<file path="src/idm_pkg.sv">
// Package for the internal data memory and special function register space
package idm_pkg;

    // Address space layout
    localparam logic [7:0] IDM_UPPER_BASE    = 8'h80;
    localparam logic [7:0] IDM_BITAREA_BASE  = 8'h20;
    localparam int         IDM_BITAREA_BYTES = 16;
    localparam int         IDM_BANK_REGS     = 8;

    // Register offsets
    localparam logic [7:0] OFS_PORT0      = 8'h80;
    localparam logic [7:0] OFS_SP         = 8'h81;
    localparam logic [7:0] OFS_PTR0_LO    = 8'h82;
    localparam logic [7:0] OFS_PTR0_HI    = 8'h83;
    localparam logic [7:0] OFS_PTR1_LO    = 8'h84;
    localparam logic [7:0] OFS_PTR1_HI    = 8'h85;
    localparam logic [7:0] OFS_PWR_CTRL   = 8'h87;
    localparam logic [7:0] OFS_TMR_CTRL   = 8'h88;
    localparam logic [7:0] OFS_TMR_MODE   = 8'h89;
    localparam logic [7:0] OFS_TMR0_LO    = 8'h8A;
    localparam logic [7:0] OFS_TMR1_LO    = 8'h8B;
    localparam logic [7:0] OFS_TMR0_HI    = 8'h8C;
    localparam logic [7:0] OFS_TMR1_HI    = 8'h8D;
    localparam logic [7:0] OFS_STRETCH    = 8'h8E;
    localparam logic [7:0] OFS_PORT1      = 8'h90;
    localparam logic [7:0] OFS_PTR_SEL    = 8'h92;
    localparam logic [7:0] OFS_SER0_CTRL  = 8'h98;
    localparam logic [7:0] OFS_SER0_BUF   = 8'h99;
    localparam logic [7:0] OFS_IRQ_EN2    = 8'h9A;
    localparam logic [7:0] OFS_SER1_CTRL  = 8'h9B;
    localparam logic [7:0] OFS_SER1_BUF   = 8'h9C;
    localparam logic [7:0] OFS_SER1_RLD_L = 8'h9D;
    localparam logic [7:0] OFS_PORT2      = 8'hA0;
    localparam logic [7:0] OFS_IRQ_EN0    = 8'hA8;
    localparam logic [7:0] OFS_IRQ_PRI0   = 8'hA9;
    localparam logic [7:0] OFS_SER0_RLD_L = 8'hAA;
    localparam logic [7:0] OFS_PORT3      = 8'hB0;
    localparam logic [7:0] OFS_IRQ_EN1    = 8'hB8;
    localparam logic [7:0] OFS_IRQ_PRI1   = 8'hB9;
    localparam logic [7:0] OFS_SER0_RLD_H = 8'hBA;
    localparam logic [7:0] OFS_SER1_RLD_H = 8'hBB;
    localparam logic [7:0] OFS_XDATA_PAGE = 8'hBF;
    localparam logic [7:0] OFS_IRQ_REQ    = 8'hC0;
    localparam logic [7:0] OFS_EXT_POL    = 8'hC8;
    localparam logic [7:0] OFS_PSW        = 8'hD0;
    localparam logic [7:0] OFS_BAUD_CTRL  = 8'hD8;
    localparam logic [7:0] OFS_RESULT     = 8'hE0;
    localparam logic [7:0] OFS_MULT       = 8'hF0;

    // Reset values
    localparam logic [7:0] RST_PORT     = 8'hFF;
    localparam logic [7:0] RST_SP       = 8'h07;
    localparam logic [7:0] RST_STRETCH  = 8'h01;
    localparam logic [7:0] RST_SER0_L   = 8'hD9;
    localparam logic [7:0] RST_SER_H    = 8'h03;
    localparam logic [7:0] RST_ZERO     = 8'h00;

    // Status word field positions
    localparam int PSW_CARRY  = 7;
    localparam int PSW_HALF   = 6;
    localparam int PSW_USER0  = 5;
    localparam int PSW_BANK_H = 4;
    localparam int PSW_BANK_L = 3;
    localparam int PSW_OVFL   = 2;
    localparam int PSW_USER1  = 1;
    localparam int PSW_PARITY = 0;

    // Number of implemented registers
    localparam int IDM_NREG = 38;

    // Access kind of a request
    typedef enum logic [1:0] {
        IDM_DIRECT,
        IDM_INDIRECT,
        IDM_BIT,
        IDM_WREG
    } idm_mode_type;

    // One request from the execution unit
    typedef struct packed {
        logic         rd;
        logic         wr;
        idm_mode_type mode;
        logic [7:0]   addr;
        logic [2:0]   bitpos;
        logic [7:0]   wdata;
    } idm_req_type;

    // Answer to the execution unit
    typedef struct packed {
        logic       valid;
        logic [7:0] rdata;
        logic       hit;
    } idm_rsp_type;

    // Flags written by arithmetic
    typedef struct packed {
        logic we;
        logic carry;
        logic half;
        logic ovfl;
    } idm_flags_type;

endpackage

</file>
<file path="src/idm_space.sv">
// Internal data memory, upper indirect RAM and special function registers
`timescale 1ns/1ps
`default_nettype none
// How it works
// - 256-byte internal space, one byte address
// - Registers from 0x80 only for direct and bit access
// - Indirect upper addresses reach separate 128-byte RAM
// - Lower 128 bytes shared by direct, indirect
// - Four eight-register banks at 8 times n
// - Status bits 4:3 select working bank
// - Bytes 0x20-0x2F bit addressable, rest bytes
// - Registers at low bits zero bit addressable
// - Unimplemented register writes change nothing
// - Reset loads listed register values
// - Result holder is implicit operand register
// - Multiply scratch used by multiply, divide, scratch
// - Status word flag layout carry to parity
// - Parity bit tracks result holder even parity
// - Stack pointer increments before push writes
module idm_space (
    // Clock and reset
    input  wire logic              clk_sys,
    input  wire logic              sys_rst,
    // Operand access
    input  wire idm_pkg::idm_req_type   req,
    input  wire logic              ind_via_ptr,
    input  wire logic              ind_ptr_sel,
    output var idm_pkg::idm_rsp_type rsp,
    // Arithmetic side ports
    input  wire idm_pkg::idm_flags_type flags_in,
    input  wire logic              mul_we,
    input  wire logic [7:0]        mul_result,
    input  wire logic [7:0]        mul_scratch,
    input  wire logic              stack_push,
    // Live register views
    output var logic [7:0]         result_q_out,
    output var logic [7:0]         status_q_out,
    output var logic [7:0]         stack_q_out
);
    import idm_pkg::*;

    typedef struct packed {
        logic [IDM_NREG-1:0][7:0] sfr;
        idm_rsp_type              rsp;
        logic [7:0]               res;
        logic [7:0]               program_status;
        logic [7:0]               sp;
    } idm_state_type;

    localparam logic [IDM_NREG*8-1:0] SFR_OFS = {
        OFS_PORT0, OFS_PTR0_LO, OFS_PTR0_HI, OFS_PTR1_LO, OFS_PTR1_HI, OFS_PWR_CTRL,
        OFS_TMR_CTRL, OFS_TMR_MODE, OFS_TMR0_LO, OFS_TMR1_LO, OFS_TMR0_HI, OFS_TMR1_HI,
        OFS_STRETCH, OFS_PORT1, OFS_PTR_SEL, OFS_SER0_CTRL, OFS_SER0_BUF, OFS_IRQ_EN2,
        OFS_SER1_CTRL, OFS_SER1_BUF, OFS_SER1_RLD_L, OFS_PORT2, OFS_IRQ_EN0,
        OFS_IRQ_PRI0, OFS_SER0_RLD_L, OFS_PORT3, OFS_IRQ_EN1, OFS_IRQ_PRI1,
        OFS_SER0_RLD_H, OFS_SER1_RLD_H, OFS_XDATA_PAGE, OFS_IRQ_REQ, OFS_EXT_POL,
        OFS_BAUD_CTRL, OFS_MULT, 8'h00, 8'h00, 8'h00
    };
    localparam logic [IDM_NREG*8-1:0] SFR_RST = {
        RST_PORT, RST_ZERO, RST_ZERO, RST_ZERO, RST_ZERO, RST_ZERO,
        RST_ZERO, RST_ZERO, RST_ZERO, RST_ZERO, RST_ZERO, RST_ZERO,
        RST_STRETCH, RST_PORT, RST_ZERO, RST_ZERO, RST_ZERO, RST_ZERO,
        RST_ZERO, RST_ZERO, RST_ZERO, RST_PORT, RST_ZERO,
        RST_ZERO, RST_SER0_L, RST_PORT, RST_ZERO, RST_ZERO,
        RST_SER_H, RST_SER_H, RST_ZERO, RST_ZERO, RST_ZERO,
        RST_ZERO, RST_ZERO, RST_ZERO, RST_ZERO, RST_ZERO
    };
    // The three trailing slots are unused; only 35 table entries are valid
    localparam int SFR_USED = 35;
    localparam int MULT_IDX = 3;

    // Lower RAM and separate upper RAM are plain arrays outside the state struct
    logic [7:0] lower_ram [0:127];
    logic [7:0] upper_ram [0:127];

    idm_state_type st_q;
    idm_state_type st_d;

    logic [7:0]  eff_addr;
    logic [7:0]  ptr_val;
    logic [7:0]  ram_rd;
    logic [7:0]  byte_rd;
    logic [7:0]  byte_wr;
    logic [7:0]  bit_byte;
    logic        is_upper;
    logic        upper_ind;
    logic        low_we;
    logic        up_we;
    logic        sfr_hit;
    logic [5:0]  sfr_idx;
    logic        bit_ok;

    function automatic logic [7:0] sfr_ofs(input int i);
        sfr_ofs = SFR_OFS[(IDM_NREG-1-i)*8 +: 8];
    endfunction

    // Pointer register of the active bank
    always_comb begin
        ptr_val = lower_ram[{2'b00, st_q.program_status[PSW_BANK_H:PSW_BANK_L], 2'b00, ind_ptr_sel}];
    end

    // Address formation
    always_comb begin
        eff_addr = req.addr;
        unique case (req.mode)
            IDM_WREG:     eff_addr = {3'b000, st_q.program_status[PSW_BANK_H:PSW_BANK_L], req.addr[2:0]};
            IDM_INDIRECT: eff_addr = ind_via_ptr ? ptr_val : req.addr;
            // Bit numbers below 0x80 map onto bytes 0x20-0x2F
            IDM_BIT:      eff_addr = req.addr[7] ? {req.addr[7:3], 3'b000}
                                     : (IDM_BITAREA_BASE | {4'h0, req.addr[6:3]});
            IDM_DIRECT:   eff_addr = req.addr;
        endcase
        is_upper  = eff_addr[7];
        upper_ind = is_upper && (req.mode == IDM_INDIRECT);
    end

    // Register decode
    always_comb begin
        sfr_hit = 1'b0;
        sfr_idx = 6'd0;
        for (int i = 0; i < SFR_USED; i++) begin
            if (eff_addr == sfr_ofs(i)) begin
                sfr_hit = 1'b1;
                // Table entry i sits at packed slot IDM_NREG-1-i, like the reset image
                sfr_idx = 6'(IDM_NREG - 1 - i);
            end
        end
    end

    always_comb begin
        ram_rd = upper_ind ? upper_ram[eff_addr[6:0]] : lower_ram[eff_addr[6:0]];
        if (!is_upper || upper_ind) begin
            byte_rd = ram_rd;
        end else if (eff_addr == OFS_RESULT) begin
            byte_rd = st_q.res;
        end else if (eff_addr == OFS_PSW) begin
            byte_rd = st_q.program_status;
        end else if (eff_addr == OFS_SP) begin
            byte_rd = st_q.sp;
        end else if (sfr_hit) begin
            byte_rd = st_q.sfr[sfr_idx];
        end else begin
            byte_rd = RST_ZERO;
        end
        bit_byte = byte_rd;
        bit_byte[req.bitpos] = req.wdata[0];
        byte_wr  = (req.mode == IDM_BIT) ? bit_byte : req.wdata;
        bit_ok   = (req.mode != IDM_BIT) || !is_upper || (eff_addr[2:0] == 3'b000);
        low_we   = req.wr && bit_ok && !is_upper;
        up_we    = req.wr && upper_ind;
    end

    // Next state
    always_comb begin
        st_d = st_q;
        st_d.rsp.valid = req.rd;
        st_d.rsp.hit   = !is_upper || upper_ind || sfr_hit
                         || eff_addr == OFS_RESULT || eff_addr == OFS_PSW || eff_addr == OFS_SP;
        st_d.rsp.rdata = (req.mode == IDM_BIT) ? {7'd0, byte_rd[req.bitpos]} : byte_rd;
        if (flags_in.we) begin
            st_d.program_status[PSW_CARRY] = flags_in.carry;
            st_d.program_status[PSW_HALF]  = flags_in.half;
            st_d.program_status[PSW_OVFL]  = flags_in.ovfl;
        end
        if (stack_push) begin
            st_d.sp = st_q.sp + 8'h01;
        end
        if (mul_we) begin
            st_d.res = mul_result;
            st_d.sfr[MULT_IDX] = mul_scratch;
        end
        // Software writes take precedence over the arithmetic side ports
        if (req.wr && bit_ok && is_upper && !upper_ind) begin
            if (eff_addr == OFS_RESULT) begin
                st_d.res = byte_wr;
            end else if (eff_addr == OFS_PSW) begin
                st_d.program_status = byte_wr;
            end else if (eff_addr == OFS_SP) begin
                st_d.sp = byte_wr;
            end else if (sfr_hit) begin
                st_d.sfr[sfr_idx] = byte_wr;
            end
        end
        // Parity is recomputed from the next accumulator so it never lags
        st_d.program_status[PSW_PARITY] = ^st_d.res;
    end

    always_ff @(posedge clk_sys or posedge sys_rst) begin
        if (sys_rst) begin
            st_q.sfr <= SFR_RST;
            st_q.rsp <= '0;
            st_q.res <= RST_ZERO;
            st_q.program_status <= RST_ZERO;
            st_q.sp  <= RST_SP;
        end else begin
            st_q <= st_d;
        end
    end

    // RAM has no reset: its content after power-up is undefined
    always_ff @(posedge clk_sys) begin
        if (low_we) begin
            lower_ram[eff_addr[6:0]] <= byte_wr;
        end
        if (up_we) begin
            upper_ram[eff_addr[6:0]] <= byte_wr;
        end
    end

    assign rsp          = st_q.rsp;
    assign result_q_out = st_q.res;
    assign status_q_out = st_q.program_status;
    assign stack_q_out  = st_q.sp;

    // Checks
    parity_even_a: assert property (@(posedge clk_sys) disable iff (sys_rst)
        ^{st_q.res, st_q.program_status[PSW_PARITY]} == 1'b0) else $error("parity bit wrong");
    push_incr_a: assert property (@(posedge clk_sys) disable iff (sys_rst)
        stack_push && !req.wr |=> st_q.sp == $past(st_q.sp) + 8'h01)
        else $error("stack pointer not incremented");
    direct_upper_a: assert property (@(posedge clk_sys) disable iff (sys_rst)
        req.wr && req.mode == IDM_DIRECT |-> !up_we) else $error("direct hit upper ram");
    ind_upper_a: assert property (@(posedge clk_sys) disable iff (sys_rst)
        upper_ind && req.wr && !stack_push && !flags_in.we && !mul_we
        |=> st_q.sfr == $past(st_q.sfr) && st_q.sp == $past(st_q.sp))
        else $error("indirect reached register");
    unimpl_write_a: assert property (@(posedge clk_sys) disable iff (sys_rst)
        req.wr && req.mode == IDM_DIRECT && is_upper && !sfr_hit && eff_addr != OFS_RESULT
        && eff_addr != OFS_PSW && eff_addr != OFS_SP && !stack_push && !flags_in.we && !mul_we
        |=> $stable({st_q.sfr, st_q.res, st_q.program_status, st_q.sp}))
        else $error("unimplemented write changed state");
    bank_addr_a: assert property (@(posedge clk_sys) disable iff (sys_rst)
        req.mode == IDM_WREG |-> eff_addr == {3'b000, st_q.program_status[4:3], req.addr[2:0]})
        else $error("bank address wrong");
    bit_area_a: assert property (@(posedge clk_sys) disable iff (sys_rst)
        req.mode == IDM_BIT && !req.addr[7] |-> eff_addr[7:4] == 4'h2)
        else $error("bit outside bit area");
    bit_sfr_a: assert property (@(posedge clk_sys) disable iff (sys_rst)
        req.mode == IDM_BIT && is_upper |-> eff_addr[2:0] == 3'b000)
        else $error("bit access to byte register");
    read_valid_a: assert property (@(posedge clk_sys) disable iff (sys_rst)
        req.rd |=> st_q.rsp.valid) else $error("read not answered");
    flag_write_a: assert property (@(posedge clk_sys) disable iff (sys_rst)
        flags_in.we && !req.wr |=> st_q.program_status[PSW_CARRY] == $past(flags_in.carry))
        else $error("carry not updated");

    push_cov: cover property (@(posedge clk_sys) disable iff (sys_rst) stack_push);
    ind_up_cov: cover property (@(posedge clk_sys) disable iff (sys_rst) up_we);
    bank3_cov: cover property (@(posedge clk_sys) disable iff (sys_rst)
        req.mode == IDM_WREG && st_q.program_status[4:3] == 2'b11);
    bitset_cov: cover property (@(posedge clk_sys) disable iff (sys_rst)
        req.wr && req.mode == IDM_BIT && is_upper);

endmodule
`default_nettype wire

</file>
<file path="config.mk">
export PLATFORM = sky130hd
export DESIGN_NAME = idm_space
export DESIGN_NICKNAME = d
export VERILOG_FILES = /design/src/idm_pkg.sv /design/src/idm_space.sv
export SDC_FILE = /design/constraint.sdc
export NUM_CORES = 2
export LEC_CHECK = 0
export BUFFER_PORTS_ARGS = -buffer_cell sky130_fd_sc_hd__buf_2
export CAP_MARGIN = 5
export CELL_PAD_IN_SITES_DETAIL_PLACEMENT = 1
export CELL_PAD_IN_SITES_GLOBAL_PLACEMENT = 1
export CORE_ASPECT_RATIO = 1.75
export CORE_UTILIZATION = 35
export CTS_BUF_LIST = sky130_fd_sc_hd__clkbuf_4
export CTS_CLUSTER_DIAMETER = 150
export DETAILED_ROUTE_END_ITERATION = 6
export PLACE_DENSITY_LB_ADDON = 0.1
export SLEW_MARGIN = 0
export SYNTH_ARGS = -nofsm -noshare
export SYNTH_HDL_FRONTEND = slang
export SYNTH_SLANG_ARGS = --single-unit
export TNS_END_PERCENT = 20
</file>
<file path="constraint.sdc">
create_clock -name clk_sys -period 35 [get_ports clk_sys]
set_input_delay 5.25 -clock clk_sys [delete_from_list [all_inputs] [get_ports clk_sys]]
set_output_delay 5.25 -clock clk_sys [all_outputs]
set_load 0.005 [all_outputs]
</file>
==> results_tabular.tex <==
\begin{tabular}{lr}
\hline
Metric & Value \\
\hline
\multicolumn{2}{l}{\textbf{Global route}} \\
\quad Leftover overflow at the end of global routing & 0 \\
\quad Total global routing track utilization & 0.2582 \\
\quad First-pass GRT wire length & 530.5 mm \\
\quad Number of antenna violations at the first check in global routing & 14 \\
\quad Number of global-route vias before repair & 71.05k \\
\quad Maximum number of pins on one net before global-route repair & 180 \\
\multicolumn{2}{l}{\textbf{STA}} \\
\quad Total negative setup slack & 0 ns \\
\quad Highest attainable clock frequency & 71.55 MHz \\
\quad Final setup violation count & 0 \\
\quad Max-slew violation total from the final report & 0 \\
\quad Headroom to the max-slew limit & 0.06581 \\
\quad Tmin final & 13.98 ns \\
\quad Skew final & 0.1203 ns \\
\quad Share of the cycle needed by the critical path after routing & 0.3993 \\
\quad Number of endpoints with negative hold slack in the final report & 0 \\
\quad Post-Route Hold Slack & 0.3794 ns \\
\quad Worst Tran Pin Value & 1.398 ns \\
\quad Unrepaired setup endpoints after global routing & false \\
\multicolumn{2}{l}{\textbf{Floorplan}} \\
\quad Die Span Y & 710.7 microns \\
\quad Starting density of the core & 0.3526 \\
\quad Top-level port count & 83 \\
\quad Area of the die & 289200 sq um \\
\quad Site row count & 259 \\
\quad Core region area & 284800 sq um \\
\quad Die width & 407.0 microns \\
\multicolumn{2}{l}{\textbf{Placed design}} \\
\quad Hpwl dp & 235.8 mm \\
\quad Quantity of I/O buffers inserted on ports & 82 \\
\quad Routability cong. & 0.8886 \\
\multicolumn{2}{l}{\textbf{Critical path}} \\
\quad Startpoint-to-endpoint class of the critical path & in2reg \\
\quad Data arrival at the endpoint of the critical path & 14.88 ns \\
\quad Type of origin of the critical path & input pin \\
\quad Worst-path fanout max & 99 \\
\quad RR Endpoint & upper\_ram[88][4] \\
\quad Worst r2r path cells & 20 \\
\quad R2R Path Start & status\_q\_out[4] \\
\quad Setup slack, reg-to-reg & 24.68 ns \\
\quad CP Data Required Time & 35.90 ns \\
\quad Capturing element type of the critical path & register \\
\multicolumn{2}{l}{\textbf{Logic synthesis}} \\
\quad Post-synth EDFFs & 2048 \\
\quad Flip-flop cell with the highest count after synthesis & edfxtp\_1 \\
\quad Post-synthesis instance total & 7717 \\
\quad Synthesis-stage register bit count & 2386 \\
\quad Average cell area after synthesis & 13.02 sq um \\
\quad Number of distinct library cells after synthesis & 102 \\
\quad Fraction of the yosys area taken by sequential cells & 0.6970 \\
\quad Asr flop ratio synth & 0.1417 \\
\quad Number of warning messages in the yosys log & 0 \\
\quad Combined area of all synthesized cells & 100400 sq um \\
\quad Synth Net Count & 7767 \\
\multicolumn{2}{l}{\textbf{Layout}} \\
\quad Net count, final & 8071 \\
\quad Area taken by multi-input logic gates & 27830 sq um \\
\quad Area Overhead vs Synth & 11.74\% \\
\quad Number of filler cells placed in the layout & 29.90k \\
\quad Area taken by flip-flops and latches & 70010 sq um \\
\quad Fraction of layout cells with a size suffix above 1 & 0.1816 \\
\multicolumn{2}{l}{\textbf{Hold path}} \\
\quad Type of the worst min-delay path & reg2reg \\
\quad Endpoint of the worst hold-timing path & st\_q[37] \\
\quad Origin of the worst min-delay path & st\_q[37] \\
\quad Hold path depth & 0 \\
\multicolumn{2}{l}{\textbf{Clock tree}} \\
\quad Clock tree from TritonCTS & yes \\
\quad Postcts setup bufs & 0 \\
\quad Count of clock tree sinks & 2386 \\
\quad Post-cts sizing count & 0 \\
\quad Hold-fix buffers, CTS & 0 \\
\quad Clock transition at the registers of the reported paths & 0.06 ns \\
\quad Longest Clk Path Bufs & 4 \\
\quad Buffer cell driving the clock tree root & clkbuf\_4 \\
\quad Latest clock arrival within the worst-skew pair & 1.36 ns \\
\quad TritonCTS buffer count & 590 \\
\quad H-tree depth & 6 \\
\multicolumn{2}{l}{\textbf{Run status}} \\
\quad Failing checks & design-rule violations \\
\quad Status & complete, but fails checks \\
\multicolumn{2}{l}{\textbf{Route}} \\
\quad Drt first pass iters & 7 \\
\quad Vias/cell & 5.518 \\
\quad Final wirelength & 377.3 mm \\
\quad Wire length per cell after detailed routing & 30.87 microns \\
\quad Antenna-violating nets left & 0 \\
\quad Starting DRC count in detailed routing & 4301 \\
\quad Drc violations & 2 \\
\quad Total via count after detailed routing & 67.43k \\
\multicolumn{2}{l}{\textbf{Power}} \\
\quad Power density normalized to cell area & 56.74 nW/um\^{}2 \\
\quad Static leakage & 40.97 nW \\
\quad Maximum VDD drop & 0.03310 mV \\
\multicolumn{2}{l}{\textbf{Flow run}} \\
\quad Max capacitance violation total & 0 \\
\hline
\end{tabular}
-- power breakdown --
| part | switching [W] | internal (W) | leakage [nW] |
|---|---|---|---|
| logic | 0.000621 | 0.000200 | 13.8 |
| clock network | 0.00116 | 0.00120 | 4.37 |
| registers | 0.0000215 | 0.00316 | 22.8 |
| total | 0.00181 | 0.00456 | 41.0 |
-- critical path, stage by stage --
cell,delay [ns]
buf_2,0.17
buf_4,0.46
mux2_2,0.40
o22ai_1,0.30
o31a_2,0.21
buf_4,0.40
buf_12,0.43
buf_4,0.66
buf_4,0.66
nand2_1,0.12
and3_1,0.21
a311oi_1,0.21
a311oi_1,0.10
a31oi_1,0.61
a221oi_1,0.20
o21ai_0,0.35
o2111ai_1,0.54
or3_1,0.53
o21ai_4,0.14
buf_4,0.72
buf_4,0.78
buf_4,0.77
-- through the flow --
stage          total power (W)  utilization  cell area, sq um  setup slack [ns]  std cells
2_1_floorplan         0.003700            -            100400             20.46       7717
3_3_place_gp          0.004064       0.3682            104900             19.50      11210
3_5_place_dp          0.004074       0.3683            104900             19.84      11210
4_1_cts               0.006449       0.3939            112200             21.27      12210
5_1_grt               0.006597       0.3940            112200             20.85      12220
6_report              0.006368       0.3940            112200             21.02      12220
-- logic make-up after synthesis --
kind of cell | share of synthesized area
AOI/OAI and AO/OA | 0.05891
buffers and inverters | 0.02838
xor gates and xnor gates | 0.001495
DFF | 0.6970
and+or+nand+nor | 0.1335
muxes | 0.08051
adders and majority gates | 0.0001245
-- cell usage after synthesis, types with 107 or more instances --
| cell | instances | area (sq um) |
|---|---|---|
| edfxtp_1 | 2048 | 61500 |
| nand2_1 | 1711 | 6422 |
| nand3_1 | 658 | 3293 |
| mux2i_1 | 557 | 5575 |
| nor2_1 | 413 | 1550 |
| dfrtp_1 | 293 | 7332 |
| buf_2 | 247 | 1236 |
| mux2_2 | 208 | 2342 |
| a311oi_1 | 207 | 1813 |
| clkbuf_1 | 200 | 750.7 |
| and3_1 | 145 | 907.1 |
| a21oi_1 | 116 | 580.6 |
| o21ai_0 | 107 | 535.5 |
-- layer usage --
metal	wire length, microns	part of all wire	up-vias	global-route usage
met3	14630	0.039	761	0.03319
li1	-	-	29460	-
met5	45	0.00012	-	0
met2	198500	0.53	1870	0.4707
met4	22030	0.058	6	0.1413
met1	142100	0.38	35340	0.2888
-- flip-flops by register name (all words and copies together) (netlist names) --
register,count
rsp,10
upper_ram,1024
lower_ram,1024
status_q_out,8
result_q_out,8
st_q,304
stack_q_out,8
-- worst max path at each step --
stage / start / endpoint / slack, ns / cells after the start
final: ind_ptr_sel / upper_ram[88][4] / 21.02 / 22
after global placement: ind_ptr_sel / lower_ram[4][6] / 19.50 / 21
after CTS: ind_ptr_sel / upper_ram[121][7] / 21.27 / 21
after detailed placement: ind_ptr_sel / upper_ram[124][7] / 19.84 / 21
after global routing: ind_ptr_sel / upper_ram[89][4] / 20.85 / 22
after floorplan: sys_rst / result_q_out[0] / 20.46 / 1
-- cell usage in the layout (no fill, tap or decap), drive strengths merged, types with 13 or more instances in the layout --
cell / instances
a22oi: 19
dfstp: 45
a32oi: 31
nand3: 661
mux2i: 557
a211oi: 13
a311oi: 207
a31oi: 92
nor2b: 15
and3: 145
dfrtp: 293
a21oi: 120
nand2: 1713
inv: 57
mux2: 213
nor4: 13
buf: 291
nor2: 414
clkinv: 111
nand4: 27
clkbuf: 849
or3: 21
nor3: 67
edfxtp: 2048
o22ai: 55
o21ai: 114
-- final cells by class --
type,instances,area share
diodes,8,0.0001784
clock buffers,848,0.05672
clock inverters,152,0.008450
inverters,35,0.001438
multi-input cells,4716,0.2479
flip-flops and latches,2386,0.6238
well taps,3784,0.04218
repair buffers,292,0.01931
No activity file was read; power rests on OpenSTA's default activity.
